==> src/inc/clk_fanout_pkg.sv <==
// Shared constants, types and register map of the dual bank clock fanout.
package clk_fanout_pkg;

    // ------------------------------------------------------------------
    // Sizes
    // ------------------------------------------------------------------
    localparam int NUM_BANKS = 2;
    localparam int OUTS_PER_BANK = 4;
    localparam int REG_COUNT = 16;
    localparam int REG_ADDR_W = 4;
    localparam int RATIO_W = 9;
    localparam int BLOCK_MAX = 16;
    localparam int BYTE_W = 8;

    // ------------------------------------------------------------------
    // Register offsets and reset value
    // ------------------------------------------------------------------
    localparam logic [3:0] REG_DEVICE = 4'h0;
    localparam logic [3:0] REG_BANK_CTL = 4'h1;
    localparam logic [3:0] REG_BANK_A_OUT0 = 4'h2;
    localparam logic [3:0] REG_BANK_B_OUT0 = 4'h6;
    localparam logic [3:0] REG_DIV_A_HI = 4'hc;
    localparam logic [3:0] REG_DIV_A_LO = 4'hd;
    localparam logic [3:0] REG_DIV_B_HI = 4'he;
    localparam logic [3:0] REG_DIV_B_LO = 4'hf;
    localparam logic [7:0] REG_RESET = 8'h00;

    // ------------------------------------------------------------------
    // Field positions
    // ------------------------------------------------------------------
    localparam int DEV_SEL_A = 5;
    localparam int DEV_SEL_B = 6;
    localparam int DEV_SEL_REG = 4;
    localparam int CTL_DIS_A = 5;
    localparam int CTL_DIS_B = 4;
    localparam int CTL_PDN_A = 3;
    localparam int CTL_PDN_B = 2;
    localparam int DIV_HI_BIT = 0;
    localparam int OUT_CFG_W = 7;
    localparam logic [8:0] RATIO_MIN = 9'h002;

    // ------------------------------------------------------------------
    // Types
    // ------------------------------------------------------------------
    typedef enum logic [2:0] {
        DRV_LVDS = 3'h0,
        DRV_LVCMOS = 3'h1,
        DRV_LVPECL = 3'h2,
        DRV_CML = 3'h3,
        DRV_HCSL = 3'h4
    } drv_type_e;

    typedef enum logic [3:0] {
        SPI_CMD = 4'h1,
        SPI_WRITE = 4'h2,
        SPI_READ = 4'h4,
        SPI_HOLD = 4'h8
    } spi_state_e;

    // Per output configuration, same bit order as its register [6:0].
    typedef struct packed {
        logic power_off;
        logic single_output_disable;
        logic lvcmos_inverted;
        logic cml_swing_800;
        drv_type_e drv;
    } out_cfg_s;

    // One output pair as seen by its driver.
    typedef struct packed {
        logic true_pin;
        logic complement_output_pin;
        logic drive_en;
    } pin_out_s;

    // Asynchronous pins, synchronised together.
    typedef struct packed {
        logic first_ref;
        logic second_ref;
        logic ref_sel;
        logic global_oe;
        logic spi_mode;
        logic sclk;
        logic cs_n;
        logic sdi;
    } pins_s;

endpackage

==> src/hdl/bank_divider.sv <==
// One bank divider with bypass, power down and glitch-free enable.
`timescale 1ns/1ps

module bank_divider
    import clk_fanout_pkg::*;
#(
    parameter int DIV_W = RATIO_W
) (
    input wire logic clk,
    input wire logic rst_n,
    input wire logic ce,
    input wire logic ref_in,
    input wire logic [DIV_W-1:0] ratio,
    input wire logic power_down,
    input wire logic enable,
    output logic bank_clk,
    output logic bank_on
);

    logic ref_d;
    logic div_clk;
    logic en_q;
    logic bypass;
    logic next_div;
    logic [DIV_W:0] cnt;
    logic [DIV_W:0] next_cnt;

    // Ratios 0 and 1 mean bypass; 2 and up divide by that integer.
    assign bypass = ratio < DIV_W'(RATIO_MIN);

    // Count half periods of the reference; high for the first half.
    always_comb begin
        next_cnt = cnt + (DIV_W + 1)'(1);
        if (cnt >= {ratio, 1'b0} - (DIV_W + 1)'(1)) begin
            next_cnt = '0;
        end
        next_div = next_cnt < {1'b0, ratio};
    end

    // ------------------------------------------------------------------
    // Divider
    // ------------------------------------------------------------------
    // Power down clears the counter and the divided clock so the bank logic stops toggling.
    always_ff @(posedge clk or negedge rst_n) begin
        if (!rst_n) begin
            ref_d <= 1'b0;
            cnt <= '0;
            div_clk <= 1'b0;
        end else if (ce) begin
            ref_d <= ref_in;
            if (power_down) begin
                cnt <= '0;
                div_clk <= 1'b0;
            end else if (bypass) begin
                cnt <= '0;
                div_clk <= ref_in;
            end else if (ref_in ^ ref_d) begin
                cnt <= next_cnt;
                div_clk <= next_div;
            end
        end
    end

    // ------------------------------------------------------------------
    // Glitch-free enable
    // ------------------------------------------------------------------
    // The enable is only taken while the divided clock is low, so a pulse
    // is either passed whole or not at all.
    always_ff @(posedge clk or negedge rst_n) begin
        if (!rst_n) begin
            en_q <= 1'b0;
        end else if (ce) begin
            if (power_down) begin
                en_q <= 1'b0;
            end else if (!div_clk) begin
                en_q <= enable;
            end
        end
    end

    assign bank_clk = div_clk & en_q;
    assign bank_on = en_q;
endmodule

==> src/hdl/clk_fanout_ctrl.sv <==
// Control logic of a two input, two bank clock fanout with SPI setup port.
`timescale 1ns/1ps

module clk_fanout_ctrl
    import clk_fanout_pkg::*;
(
    input wire logic clk,
    input wire logic rst_n,
    input wire logic ce,
    input wire logic first_reference_input,
    input wire logic second_reference_input,
    input wire logic ref_select_pin,
    input wire logic global_oe,
    input wire logic port_protocol_select,
    input wire logic sclk,
    input wire logic cs_n,
    input wire logic sdi,
    output logic sdo,
    output logic sdo_oe,
    output logic i2c_addr_bit0,
    output pin_out_s [OUTS_PER_BANK-1:0] bank_a_outputs,
    output pin_out_s [OUTS_PER_BANK-1:0] bank_b_outputs,
    output out_cfg_s [OUTS_PER_BANK-1:0] bank_a_config,
    output out_cfg_s [OUTS_PER_BANK-1:0] bank_b_config
);

    // ------------------------------------------------------------------
    // Helpers
    // ------------------------------------------------------------------
    function automatic logic [REG_ADDR_W-1:0] next_addr(
        input logic [REG_ADDR_W-1:0] a
    );
        next_addr = a + REG_ADDR_W'(1);
    endfunction

    function automatic logic pick_ref(input logic sel, input pins_s p);
        pick_ref = sel ? p.second_ref : p.first_ref;
    endfunction

    // ------------------------------------------------------------------
    // Declarations
    // ------------------------------------------------------------------
    pins_s pins_raw;
    pins_s pins_meta;
    pins_s pins_s1;
    logic sclk_d;
    logic sclk_rise;
    logic sclk_fall;
    logic spi_active;
    spi_state_e state;
    logic [2:0] bit_cnt;
    logic [4:0] byte_cnt;
    logic [BYTE_W-1:0] shift;
    logic [BYTE_W-1:0] rx_byte;
    logic [BYTE_W-1:0] tx;
    logic [REG_ADDR_W-1:0] addr;
    logic wr_en;
    logic [BYTE_W-1:0] regs [REG_COUNT];
    logic sel_a;
    logic sel_b;
    logic [NUM_BANKS-1:0] bank_enable;
    logic [NUM_BANKS-1:0] bank_pdn;
    logic [NUM_BANKS-1:0] bank_clk;
    logic [NUM_BANKS-1:0] bank_on;
    logic [NUM_BANKS-1:0] bank_ref;
    logic [RATIO_W-1:0] ratio [NUM_BANKS];
    out_cfg_s cfg [NUM_BANKS][OUTS_PER_BANK];
    pin_out_s next_pin [NUM_BANKS][OUTS_PER_BANK];

    // ------------------------------------------------------------------
    // Pin synchronisers
    // ------------------------------------------------------------------
    assign pins_raw.first_ref = first_reference_input;
    assign pins_raw.second_ref = second_reference_input;
    assign pins_raw.ref_sel = ref_select_pin;
    assign pins_raw.global_oe = global_oe;
    assign pins_raw.spi_mode = port_protocol_select;
    assign pins_raw.sclk = sclk;
    assign pins_raw.cs_n = cs_n;
    assign pins_raw.sdi = sdi;

    // All pins share one latency, so SDI stays aligned with SCLK.
    always_ff @(posedge clk or negedge rst_n) begin
        if (!rst_n) begin
            pins_meta <= '0;
            pins_s1 <= '0;
        end else if (ce) begin
            pins_meta <= pins_raw;
            pins_s1 <= pins_meta;
        end
    end

    // Serial clock edges are found on the synchronised copy only.
    always_ff @(posedge clk or negedge rst_n) begin
        if (!rst_n) begin
            sclk_d <= 1'b0;
        end else if (ce) begin
            sclk_d <= pins_s1.sclk;
        end
    end

    assign sclk_rise = ce & pins_s1.sclk & ~sclk_d;
    assign sclk_fall = ce & ~pins_s1.sclk & sclk_d;
    // Protocol high selects SPI; chip select frames it, active low.
    assign spi_active = pins_s1.spi_mode & ~pins_s1.cs_n;
    assign rx_byte = {shift[BYTE_W-2:0], pins_s1.sdi};
    assign wr_en = sclk_rise && spi_active && state == SPI_WRITE
                   && &bit_cnt;

    // ------------------------------------------------------------------
    // SPI frame sequencer
    // ------------------------------------------------------------------
    // Command byte: read/write bit first, register address in low bits.
    // Writes stop taking bytes after a block of sixteen; reads run on.
    always_ff @(posedge clk or negedge rst_n) begin
        if (!rst_n) begin
            state <= SPI_CMD;
            bit_cnt <= '0;
            byte_cnt <= '0;
            shift <= '0;
            addr <= '0;
        end else if (!spi_active) begin
            if (ce) begin
                state <= SPI_CMD;
                bit_cnt <= '0;
                byte_cnt <= '0;
            end
        end else if (sclk_rise) begin
            shift <= rx_byte;
            bit_cnt <= bit_cnt + 3'h1;
            case (state)
                SPI_CMD: begin
                    if (&bit_cnt) begin
                        addr <= rx_byte[REG_ADDR_W-1:0];
                        state <= shift[BYTE_W-2] ? SPI_READ : SPI_WRITE;
                    end
                end
                SPI_WRITE: begin
                    if (&bit_cnt) begin
                        addr <= next_addr(addr);
                        byte_cnt <= byte_cnt + 5'h01;
                        if (byte_cnt == 5'(BLOCK_MAX - 1)) begin
                            state <= SPI_HOLD;
                        end
                    end
                end
                SPI_READ: begin
                    if (&bit_cnt) begin
                        addr <= next_addr(addr);
                    end
                end
                default: begin
                    state <= SPI_HOLD;
                end
            endcase
        end
    end

    // ------------------------------------------------------------------
    // Read data path
    // ------------------------------------------------------------------
    // The byte is fetched on the last rising edge of the previous byte and
    // presented MSB first on the following falling edges.
    always_ff @(posedge clk or negedge rst_n) begin
        if (!rst_n) begin
            tx <= '0;
            sdo <= 1'b0;
        end else if (spi_active) begin
            if (sclk_rise && &bit_cnt) begin
                if (state == SPI_CMD) begin
                    tx <= regs[rx_byte[REG_ADDR_W-1:0]];
                end else begin
                    tx <= regs[next_addr(addr)];
                end
            end else if (sclk_fall && state == SPI_READ) begin
                sdo <= tx[BYTE_W-1];
                tx <= {tx[BYTE_W-2:0], 1'b0};
            end
        end
    end

    // SDO drives only inside a read frame; I2C sees the address strap.
    always_ff @(posedge clk or negedge rst_n) begin
        if (!rst_n) begin
            sdo_oe <= 1'b0;
            i2c_addr_bit0 <= 1'b0;
        end else if (ce) begin
            sdo_oe <= spi_active && state == SPI_READ;
            i2c_addr_bit0 <= ~pins_s1.spi_mode & pins_s1.cs_n;
        end
    end

    // ------------------------------------------------------------------
    // Register file
    // ------------------------------------------------------------------
    // All zero at reset: LVDS, enabled, dividers bypassed, pin selection.
    always_ff @(posedge clk or negedge rst_n) begin
        if (!rst_n) begin
            for (int r = 0; r < REG_COUNT; r++) begin
                regs[r] <= REG_RESET;
            end
        end else if (wr_en) begin
            regs[addr] <= rx_byte;
        end
    end

    // ------------------------------------------------------------------
    // Reference selection and bank controls
    // ------------------------------------------------------------------
    always_comb begin
        if (regs[REG_DEVICE][DEV_SEL_REG]) begin
            sel_a = regs[REG_DEVICE][DEV_SEL_A];
            sel_b = regs[REG_DEVICE][DEV_SEL_B];
        end else begin
            sel_a = pins_s1.ref_sel;
            sel_b = pins_s1.ref_sel;
        end
    end

    assign bank_ref[0] = pick_ref(sel_a, pins_s1);
    assign bank_ref[1] = pick_ref(sel_b, pins_s1);
    assign ratio[0] = {regs[REG_DIV_A_HI][DIV_HI_BIT], regs[REG_DIV_A_LO]};
    assign ratio[1] = {regs[REG_DIV_B_HI][DIV_HI_BIT], regs[REG_DIV_B_LO]};
    // Global enable and bank bit both pass the glitch-free gate.
    assign bank_enable[0] = pins_s1.global_oe
                            & ~regs[REG_BANK_CTL][CTL_DIS_A];
    assign bank_enable[1] = pins_s1.global_oe
                            & ~regs[REG_BANK_CTL][CTL_DIS_B];
    assign bank_pdn[0] = regs[REG_BANK_CTL][CTL_PDN_A];
    assign bank_pdn[1] = regs[REG_BANK_CTL][CTL_PDN_B];

    // ------------------------------------------------------------------
    // Bank dividers
    // ------------------------------------------------------------------
    for (genvar b = 0; b < NUM_BANKS; b++) begin : g_bank
        bank_divider #(
            .DIV_W(RATIO_W)
        ) u_div (
            .clk(clk),
            .rst_n(rst_n),
            .ce(ce),
            .ref_in(bank_ref[b]),
            .ratio(ratio[b]),
            .power_down(bank_pdn[b]),
            .enable(bank_enable[b]),
            .bank_clk(bank_clk[b]),
            .bank_on(bank_on[b])
        );
    end

    // ------------------------------------------------------------------
    // Output pins and driver configuration
    // ------------------------------------------------------------------
    // Single output bits act directly on the pins, so they may clip a
    // pulse; software is expected to park the bank first.
    always_comb begin
        for (int b = 0; b < NUM_BANKS; b++) begin
            for (int i = 0; i < OUTS_PER_BANK; i++) begin
                cfg[b][i] = out_cfg_s'(regs[(b == 0 ? REG_BANK_A_OUT0
                            : REG_BANK_B_OUT0) + 4'(i)][OUT_CFG_W-1:0]);
                next_pin[b][i].drive_en = bank_on[b]
                    & ~cfg[b][i].single_output_disable
                    & ~cfg[b][i].power_off;
                next_pin[b][i].true_pin = bank_clk[b]
                    & next_pin[b][i].drive_en;
                if (cfg[b][i].drv == DRV_LVCMOS
                        && !cfg[b][i].lvcmos_inverted) begin
                    next_pin[b][i].complement_output_pin =
                        next_pin[b][i].true_pin;
                end else begin
                    next_pin[b][i].complement_output_pin =
                        ~bank_clk[b] & next_pin[b][i].drive_en;
                end
            end
        end
    end

    // Registered pins; driver type and CML swing go to the pad drivers.
    always_ff @(posedge clk or negedge rst_n) begin
        if (!rst_n) begin
            bank_a_outputs <= '0;
            bank_b_outputs <= '0;
            bank_a_config <= '0;
            bank_b_config <= '0;
        end else if (ce) begin
            for (int i = 0; i < OUTS_PER_BANK; i++) begin
                bank_a_outputs[i] <= next_pin[0][i];
                bank_b_outputs[i] <= next_pin[1][i];
                bank_a_config[i] <= cfg[0][i];
                bank_b_config[i] <= cfg[1][i];
            end
        end
    end
endmodule

==> config.mk <==
export PLATFORM = sky130hd
export DESIGN_NAME = clk_fanout_ctrl
export DESIGN_NICKNAME = d
export VERILOG_FILES = /design/src/inc/clk_fanout_pkg.sv /design/src/hdl/bank_divider.sv /design/src/hdl/clk_fanout_ctrl.sv
export SDC_FILE = /design/constraint.sdc
export NUM_CORES = 1
export LEC_CHECK = 0
export ABC_AREA = 0
export BUFFER_PORTS_ARGS = -buffer_cell sky130_fd_sc_hd__buf_2
export CORE_MARGIN = 3
export CORE_UTILIZATION = 66
export DETAILED_ROUTE_END_ITERATION = 8
export GPL_TIMING_DRIVEN = 0
export PLACE_DENSITY = 0.87
export SYNTH_ARGS = -nofsm -noshare
export SYNTH_HDL_FRONTEND = slang
export SYNTH_SLANG_ARGS = --single-unit
==> constraint.sdc <==
create_clock -name clk -period 8.6 [get_ports clk]
set_clock_uncertainty 0.15 [all_clocks]
set_input_delay 1.72 -clock clk [delete_from_list [all_inputs] [get_ports clk]]
set_output_delay 1.72 -clock clk [all_outputs]
set_load 0.005 [all_outputs]
# Word-level counts from Yosys, hierarchy flattened
# Cells that the tools add are included.
# classes
addsub,7
mul,0
div,0
order_cmp,10
eq_ne,23
shifts,0
mux,61
bitwise,72
reduce_logical,41
# ops
op,n
$bwmux 128,1
$mux 10,8
$bmux 8 s4,2
$mux 8,8
$and 1x1->1,42
$demux 8 s4,1
$mux 4,8
$mux 5,5
$not 1->1,25
$eq 3x1->1 const B,8
$mux 1,22
$add 10x1->10 const B,2
$ge 10x10->1,2
$lt 10x9->1,2
$sub 10x1->10 const B,2
$lt 9x2->1 const B,2
$ge 5x5->1 const B,3
$logic_and 1x1->1,15
$not 4->5,3
$reduce_and 2->1,7
$mux 3,4
$pmux 4 s3,1
$ne 2x2->1 const B,5
$logic_not 1->1,8
20 further kinds,28
# word_totals
reg_bits,285
latchBits,0
mem_bits_rw,0
mem_bits_ro,0
input_bits,11
out_inout_bits,83
elab_cells,328
n_memories,0

# Logic depth before layout (Yosys ltp)
# depth
word_depth,7
mapped_depth,18
depth_no_buf,16

# Hierarchy
# Synthesis repeated with hierarchy kept, for this count alone.
# hier_totals
hier_cells,1278
hier_area_um2,15329.7
# modules_own_cells
module,instances,cells_per_inst,area_per_inst_um2,seq_area_each_um2
clk_fanout_ctrl,1,961,12622.1,6482.5
bank_divider (g_bank[1].u_div),1,158,1361.3,325.3
bank_divider (g_bank[0].u_div),1,159,1346.3,325.3

# Least setup slack after synthesis
# Ideal clock, no wire load.
# synth_timing
path_kind,register to register
startpoint,register regs (netlist bit ratio[11])
endpoint,register g_bank[0].u_div.div_clk
setup_time_ns,0.094
arrival_ns,3.628
required_ns,8.356
setup_slack_ns,4.728
stages_incl_launch_ff,17
n_path_buf,2
period_less_slack_ns,3.872
path_cell_list,dfrtp_1 > or4_1 > nor4_1 > xnor2_1 > ha_1 > o21ai_0 > nor2_1 > a211o_1 > clkbuf_1 > clkbuf_1 > nor2_1 > ha_1 > a21oi_1 > nor2_1 > a2111oi_0 > o221ai_1 > a211oi_1
# synth_between
elab_chain_len,7
elab_cells_between_ends,10
cone_classes,1 x add/sub; 3 x order compare; 4 x mux; 2 x reduce/logical
# synth_lines
element,line,source
start: declaration,clk_fanout_ctrl.sv:58,logic [BYTE_W-1:0] regs [REG_COUNT];
start signal: indexed assignment,clk_fanout_ctrl.sv:203,regs[addr] <= rx_byte;
$sub 10x1->10,bank_divider.sv:34,"if (cnt >= {ratio, 1'b0} - (DIV_W + 1)'(1)) begin"
$ge 10x10->1,bank_divider.sv:34,
$mux 10,bank_divider.sv:34,
$lt 10x9->1,bank_divider.sv:37,"next_div = next_cnt < {1'b0, ratio};"
$mux 1,bank_divider.sv:57,end else if (ref_in ^ ref_d) begin
$mux 1,bank_divider.sv:54,end else if (bypass) begin
$mux 1,bank_divider.sv:51,if (power_down) begin
end signal: assignment,bank_divider.sv:56,div_clk <= ref_in;
end signal: assignment,bank_divider.sv:59,div_clk <= next_div;
end: declaration,bank_divider.sv:21,logic div_clk;
# Parallel ways exist; a longest one is shown, timed or not. The select of a mux whose other input is x is not followed.
# A chain may end at the register's enable or synchronous reset.

# Worst setup path after layout
# layout_timing
startpoint,register addr[0]
endpoint,register tx[3]
# layout_between
elab_chain_len,7
# layout_lines
element,line,source
start: declaration,clk_fanout_ctrl.sv:56,logic [REG_ADDR_W-1:0] addr;
start signal: assignment,clk_fanout_ctrl.sv:134,addr <= rx_byte[REG_ADDR_W-1:0];
start signal: assignment,clk_fanout_ctrl.sv:140,addr <= next_addr(addr);
start signal: assignment,clk_fanout_ctrl.sv:149,addr <= next_addr(addr);
$add 4x1->4,clk_fanout_ctrl.sv:33,next_addr = a + REG_ADDR_W'(1);
$not 4->5 (not written as such),clk_fanout_ctrl.sv:173,tx <= regs[next_addr(addr)];
$bmux 8 s4,clk_fanout_ctrl.sv:173,
$mux 8 (not written as such) (2 in a row),clk_fanout_ctrl.sv:173,
$mux 8,clk_fanout_ctrl.sv:170,if (state == SPI_CMD) begin
$mux 8,clk_fanout_ctrl.sv:169,if (sclk_rise && &bit_cnt) begin
end signal: assignment,clk_fanout_ctrl.sv:171,tx <= regs[rx_byte[REG_ADDR_W-1:0]];
end signal: assignment,clk_fanout_ctrl.sv:173,
end signal: assignment,clk_fanout_ctrl.sv:177,"tx <= {tx[BYTE_W-2:0], 1'b0};"
end: declaration,clk_fanout_ctrl.sv:55,logic [BYTE_W-1:0] tx;
# Every way passes these cells. The select of a mux whose other input is x is not followed.

==> metrics <==
final critical path time including I/O delays and setup=4570 ps; total negative slack for setup checks=0 ps; clock slew at reported path FFs=60 ps; Post-synth ARST share=1.00; overall die width=158 um; fill cell instance count of the final layout=1373; mux contribution to synthesized area=0.262; most used cells in the layout excluding fill and tap cells=284 x sky130_fd_sc_hd__dfrtp_1, 209 x sky130_fd_sc_hd__mux2_2, 108 x sky130_fd_sc_hd__buf_2; most instantiated flip-flop cell in the synthesis netlist=sky130_fd_sc_hd__dfrtp_1; overall routing resource usage=0.340; worst hold slack after final layout=329 ps; Cell Area, Synth=0.0152 mm^2; antenna violations before repair=0; Setup violations, final=0; htree depth=1; Compound-Gate Fraction of Synth Area=0.0708; Starting Density=0.684; number of placement rows=54; number of maximum-capacitance constraint violations=0; clock latency on the worst-skew pair=560 ps; final number of hold-violating endpoints=0; number of diodes=0; total placed instance area=0.0160 mm^2; Critical Path Source Type=flop; Crit Path Class=flop to flop; gate count after technology mapping=1246; vertical die dimension=158 um; VDD IR-drop max=0.181 mV; outcome=finished, final reports clean; Core Area=0.0222 mm^2; number of synthesized flops with an enable pin=0; worst relative slew slack=0.0597; clock tree from TritonCTS=yes; first-pass GRT wire length=64500 um; most common cell after layout, fill and taps aside=sky130_fd_sc_hd__dfrtp_1; total of flip-flops plus latches after synthesis=285; die area=0.0248 mm^2; Detail Placement HPWL=29300 um; iteration-0 DRC count of the detailed router=1257; nets=1429; type of element capturing the critical path=flop; fraction of synthesized cell area taken by the top area cell type=0.469; library cells used by synthesis=62; wire length reported by the detailed router=41300 um; Max FO, Critical Path=10; number of CTS-inserted buffers=30; buffer cell driving the clock tree root=sky130_fd_sc_hd__clkbuf_16; Max Clock Freq=0.219 GHz; finished layout cell area=0.0171 mm^2; remaining design rule violation count=0; signal arrival time at the worst endpoint=4900 ps; sequential fraction of the synthesis area=0.471; unrepaired setup endpoints after global routing=false; number of nets with antenna violations after routing=0; number of vias after detailed routing=11100; Final Max Slew Viols=0; worst endpoint required time=8930 ps; combinational family with the most area after synthesis=multiplexers; share of the cycle needed by the critical path after routing=0.531; class of the tightest hold or removal check=flop to flop; number of buffers inserted by hold repair at cts=0; I/O pins=94; Mapped Nets=1303; Port Buffer Count=92; via count of the first global-routing pass=11300; leading post-synthesis cells by cell area=sky130_fd_sc_hd__dfrtp_1 47%, sky130_fd_sc_hd__mux2_2 16%, sky130_fd_sc_hd__mux4_2 9.5%; share of the synthesized netlist area taken by xor and xnor gates=0.0225; ratio of total power to cell area=197 mW/mm^2; RD Place Congestion=0.955; clock tree buffer depth=3; average wire length per cell after detail routing=24.6 um; delay of the slowest cell on the worst path=690 ps; CP cell instances=buf_2 -> buf_2 -> clkbuf_1 -> inv_1 -> ha_1 -> buf_2 -> buf_2 -> buf_2 -> mux4_2 -> nand2_1 -> a32oi_1 -> nand4_1 -> nand3_1; Warnings, synthesis=0; sinks on the clock net=285; crit path max-delay cell type=sky130_fd_sc_hd__clkbuf_1; Post-Synth Simple-Gate Area=0.104; leakage dissipation=8.04 nW; fin util=0.770; per-cell via count in the routed design=6.63; pin count of the biggest net entering global routing=115; Area Overhead vs Synth=12.7%; post-CTS setup repair buffer count=0; Pre-antenna DRT Iters=6; most area-hungry cell type in the Yosys netlist=sky130_fd_sc_hd__dfrtp_1; worst slew pin tran=1390 ps; GR Overflow Total=0; Adder-Cell Fraction of Synth Area=0.0380; Synth Area per Inst=12.2 um^2; cell type with the highest occurrence count on the critical path=sky130_fd_sc_hd__buf_2; number of gates given a new drive strength after cts=0; fraction of final layout cells sized beyond drive strength 1=0.335
[cell usage after synthesis, types with 17 or more instances]
cell type	n
sky130_fd_sc_hd__nand3_1	53
sky130_fd_sc_hd__o2bb2ai_1	17
sky130_fd_sc_hd__clkbuf_1	37
sky130_fd_sc_hd__a21oi_1	35
sky130_fd_sc_hd__dfrtp_1	284
sky130_fd_sc_hd__o21ai_0	38
sky130_fd_sc_hd__inv_1	48
sky130_fd_sc_hd__mux2_2	209
sky130_fd_sc_hd__xnor2_1	34
sky130_fd_sc_hd__mux4_2	64
sky130_fd_sc_hd__buf_2	17
sky130_fd_sc_hd__nor2_1	53
sky130_fd_sc_hd__nand2_1	89
sky130_fd_sc_hd__ha_1	46
sky130_fd_sc_hd__nor3_1	17
[critical path, delay by kind of cell (launching register included)]
family	cells	cell delay, ps
adders and majority gates	1	380
DFF	1	390
AOI/OAI and AO/OA	1	250
buffers and inverters	7	2650
and+or+nand+nor	3	380
muxes	1	270
[sequential cells by signal (all words and copies together) (netlist names), 12 cells and up]
register,cells
cfg,56
regs,52
bank_a_config,28
bank_b_config,28
g_bank.u_div.cnt,20
ratio,18
bank_a_outputs,12
bank_b_outputs,12
[kinds of logic after synthesis]
| family | count (synthesis) |
|---|---|
| buffers and inverters | 119 |
| AOI/OAI and AO/OA | 161 |
| xor gates and xnor gates | 39 |
| DFF | 285 |
| and+or+nand+nor | 307 |
| muxes | 289 |
| adders and majority gates | 46 |
[metrics by stage]
stage | worst slack (ps) | power (mW) | cells
floorplan | 4730 | 1.80 | 1246
global route | 3500 | 3.49 | 1676
detailed placement | 4030 | 2.02 | 1620
finish | 4030 | 3.37 | 1676
CTS | 4010 | 3.36 | 1676
global placement | 486 | 2.00 | 1618
[power by group]
group	switching, mW	internal, mW	total (mW)
clock	0.556	0.804	1.36
sequential	0.0710	1.42	1.49
combinational	0.326	0.193	0.520
total	0.954	2.42	3.37
[final cells by class]
type	instances	area (um^2)	area share
tap	280	350	0.0205
sequential	285	7130	0.418
timing repair buffer	94	526	0.0308
multi-input combinational	842	7550	0.442
buffer	70	295	0.0173
inverter	49	184	0.0108
clock inverter	15	208	0.0122
clock buffer	41	832	0.0487
[final timing paths]
check,from,to,slack (ps),cells past startpoint
setup / recovery,addr[0],tx[3],4030,13
hold / removal,byte_cnt[4],byte_cnt[4],330,2
setup reg to reg,addr[0],tx[3],4030,13
hold reg to reg,byte_cnt[4],byte_cnt[4],330,2
max in group asynchronous,rst_n,pins_s1[0],6000,3
min in group asynchronous,rst_n,g_bank[0].u_div.cnt[4],1040,1
[per-layer routing]
layer  vias up  track usage  part of all wire  routed length (um)
met5         -            0                 0                   0
met4         0        0.131             0.042                1740
met3       123       0.0960              0.10                4130
met2       596        0.530              0.46               19100
met1      5533        0.459              0.39               16300
li1       4857            -                 -                   -
No activity file was read; power rests on OpenSTA's default activity.
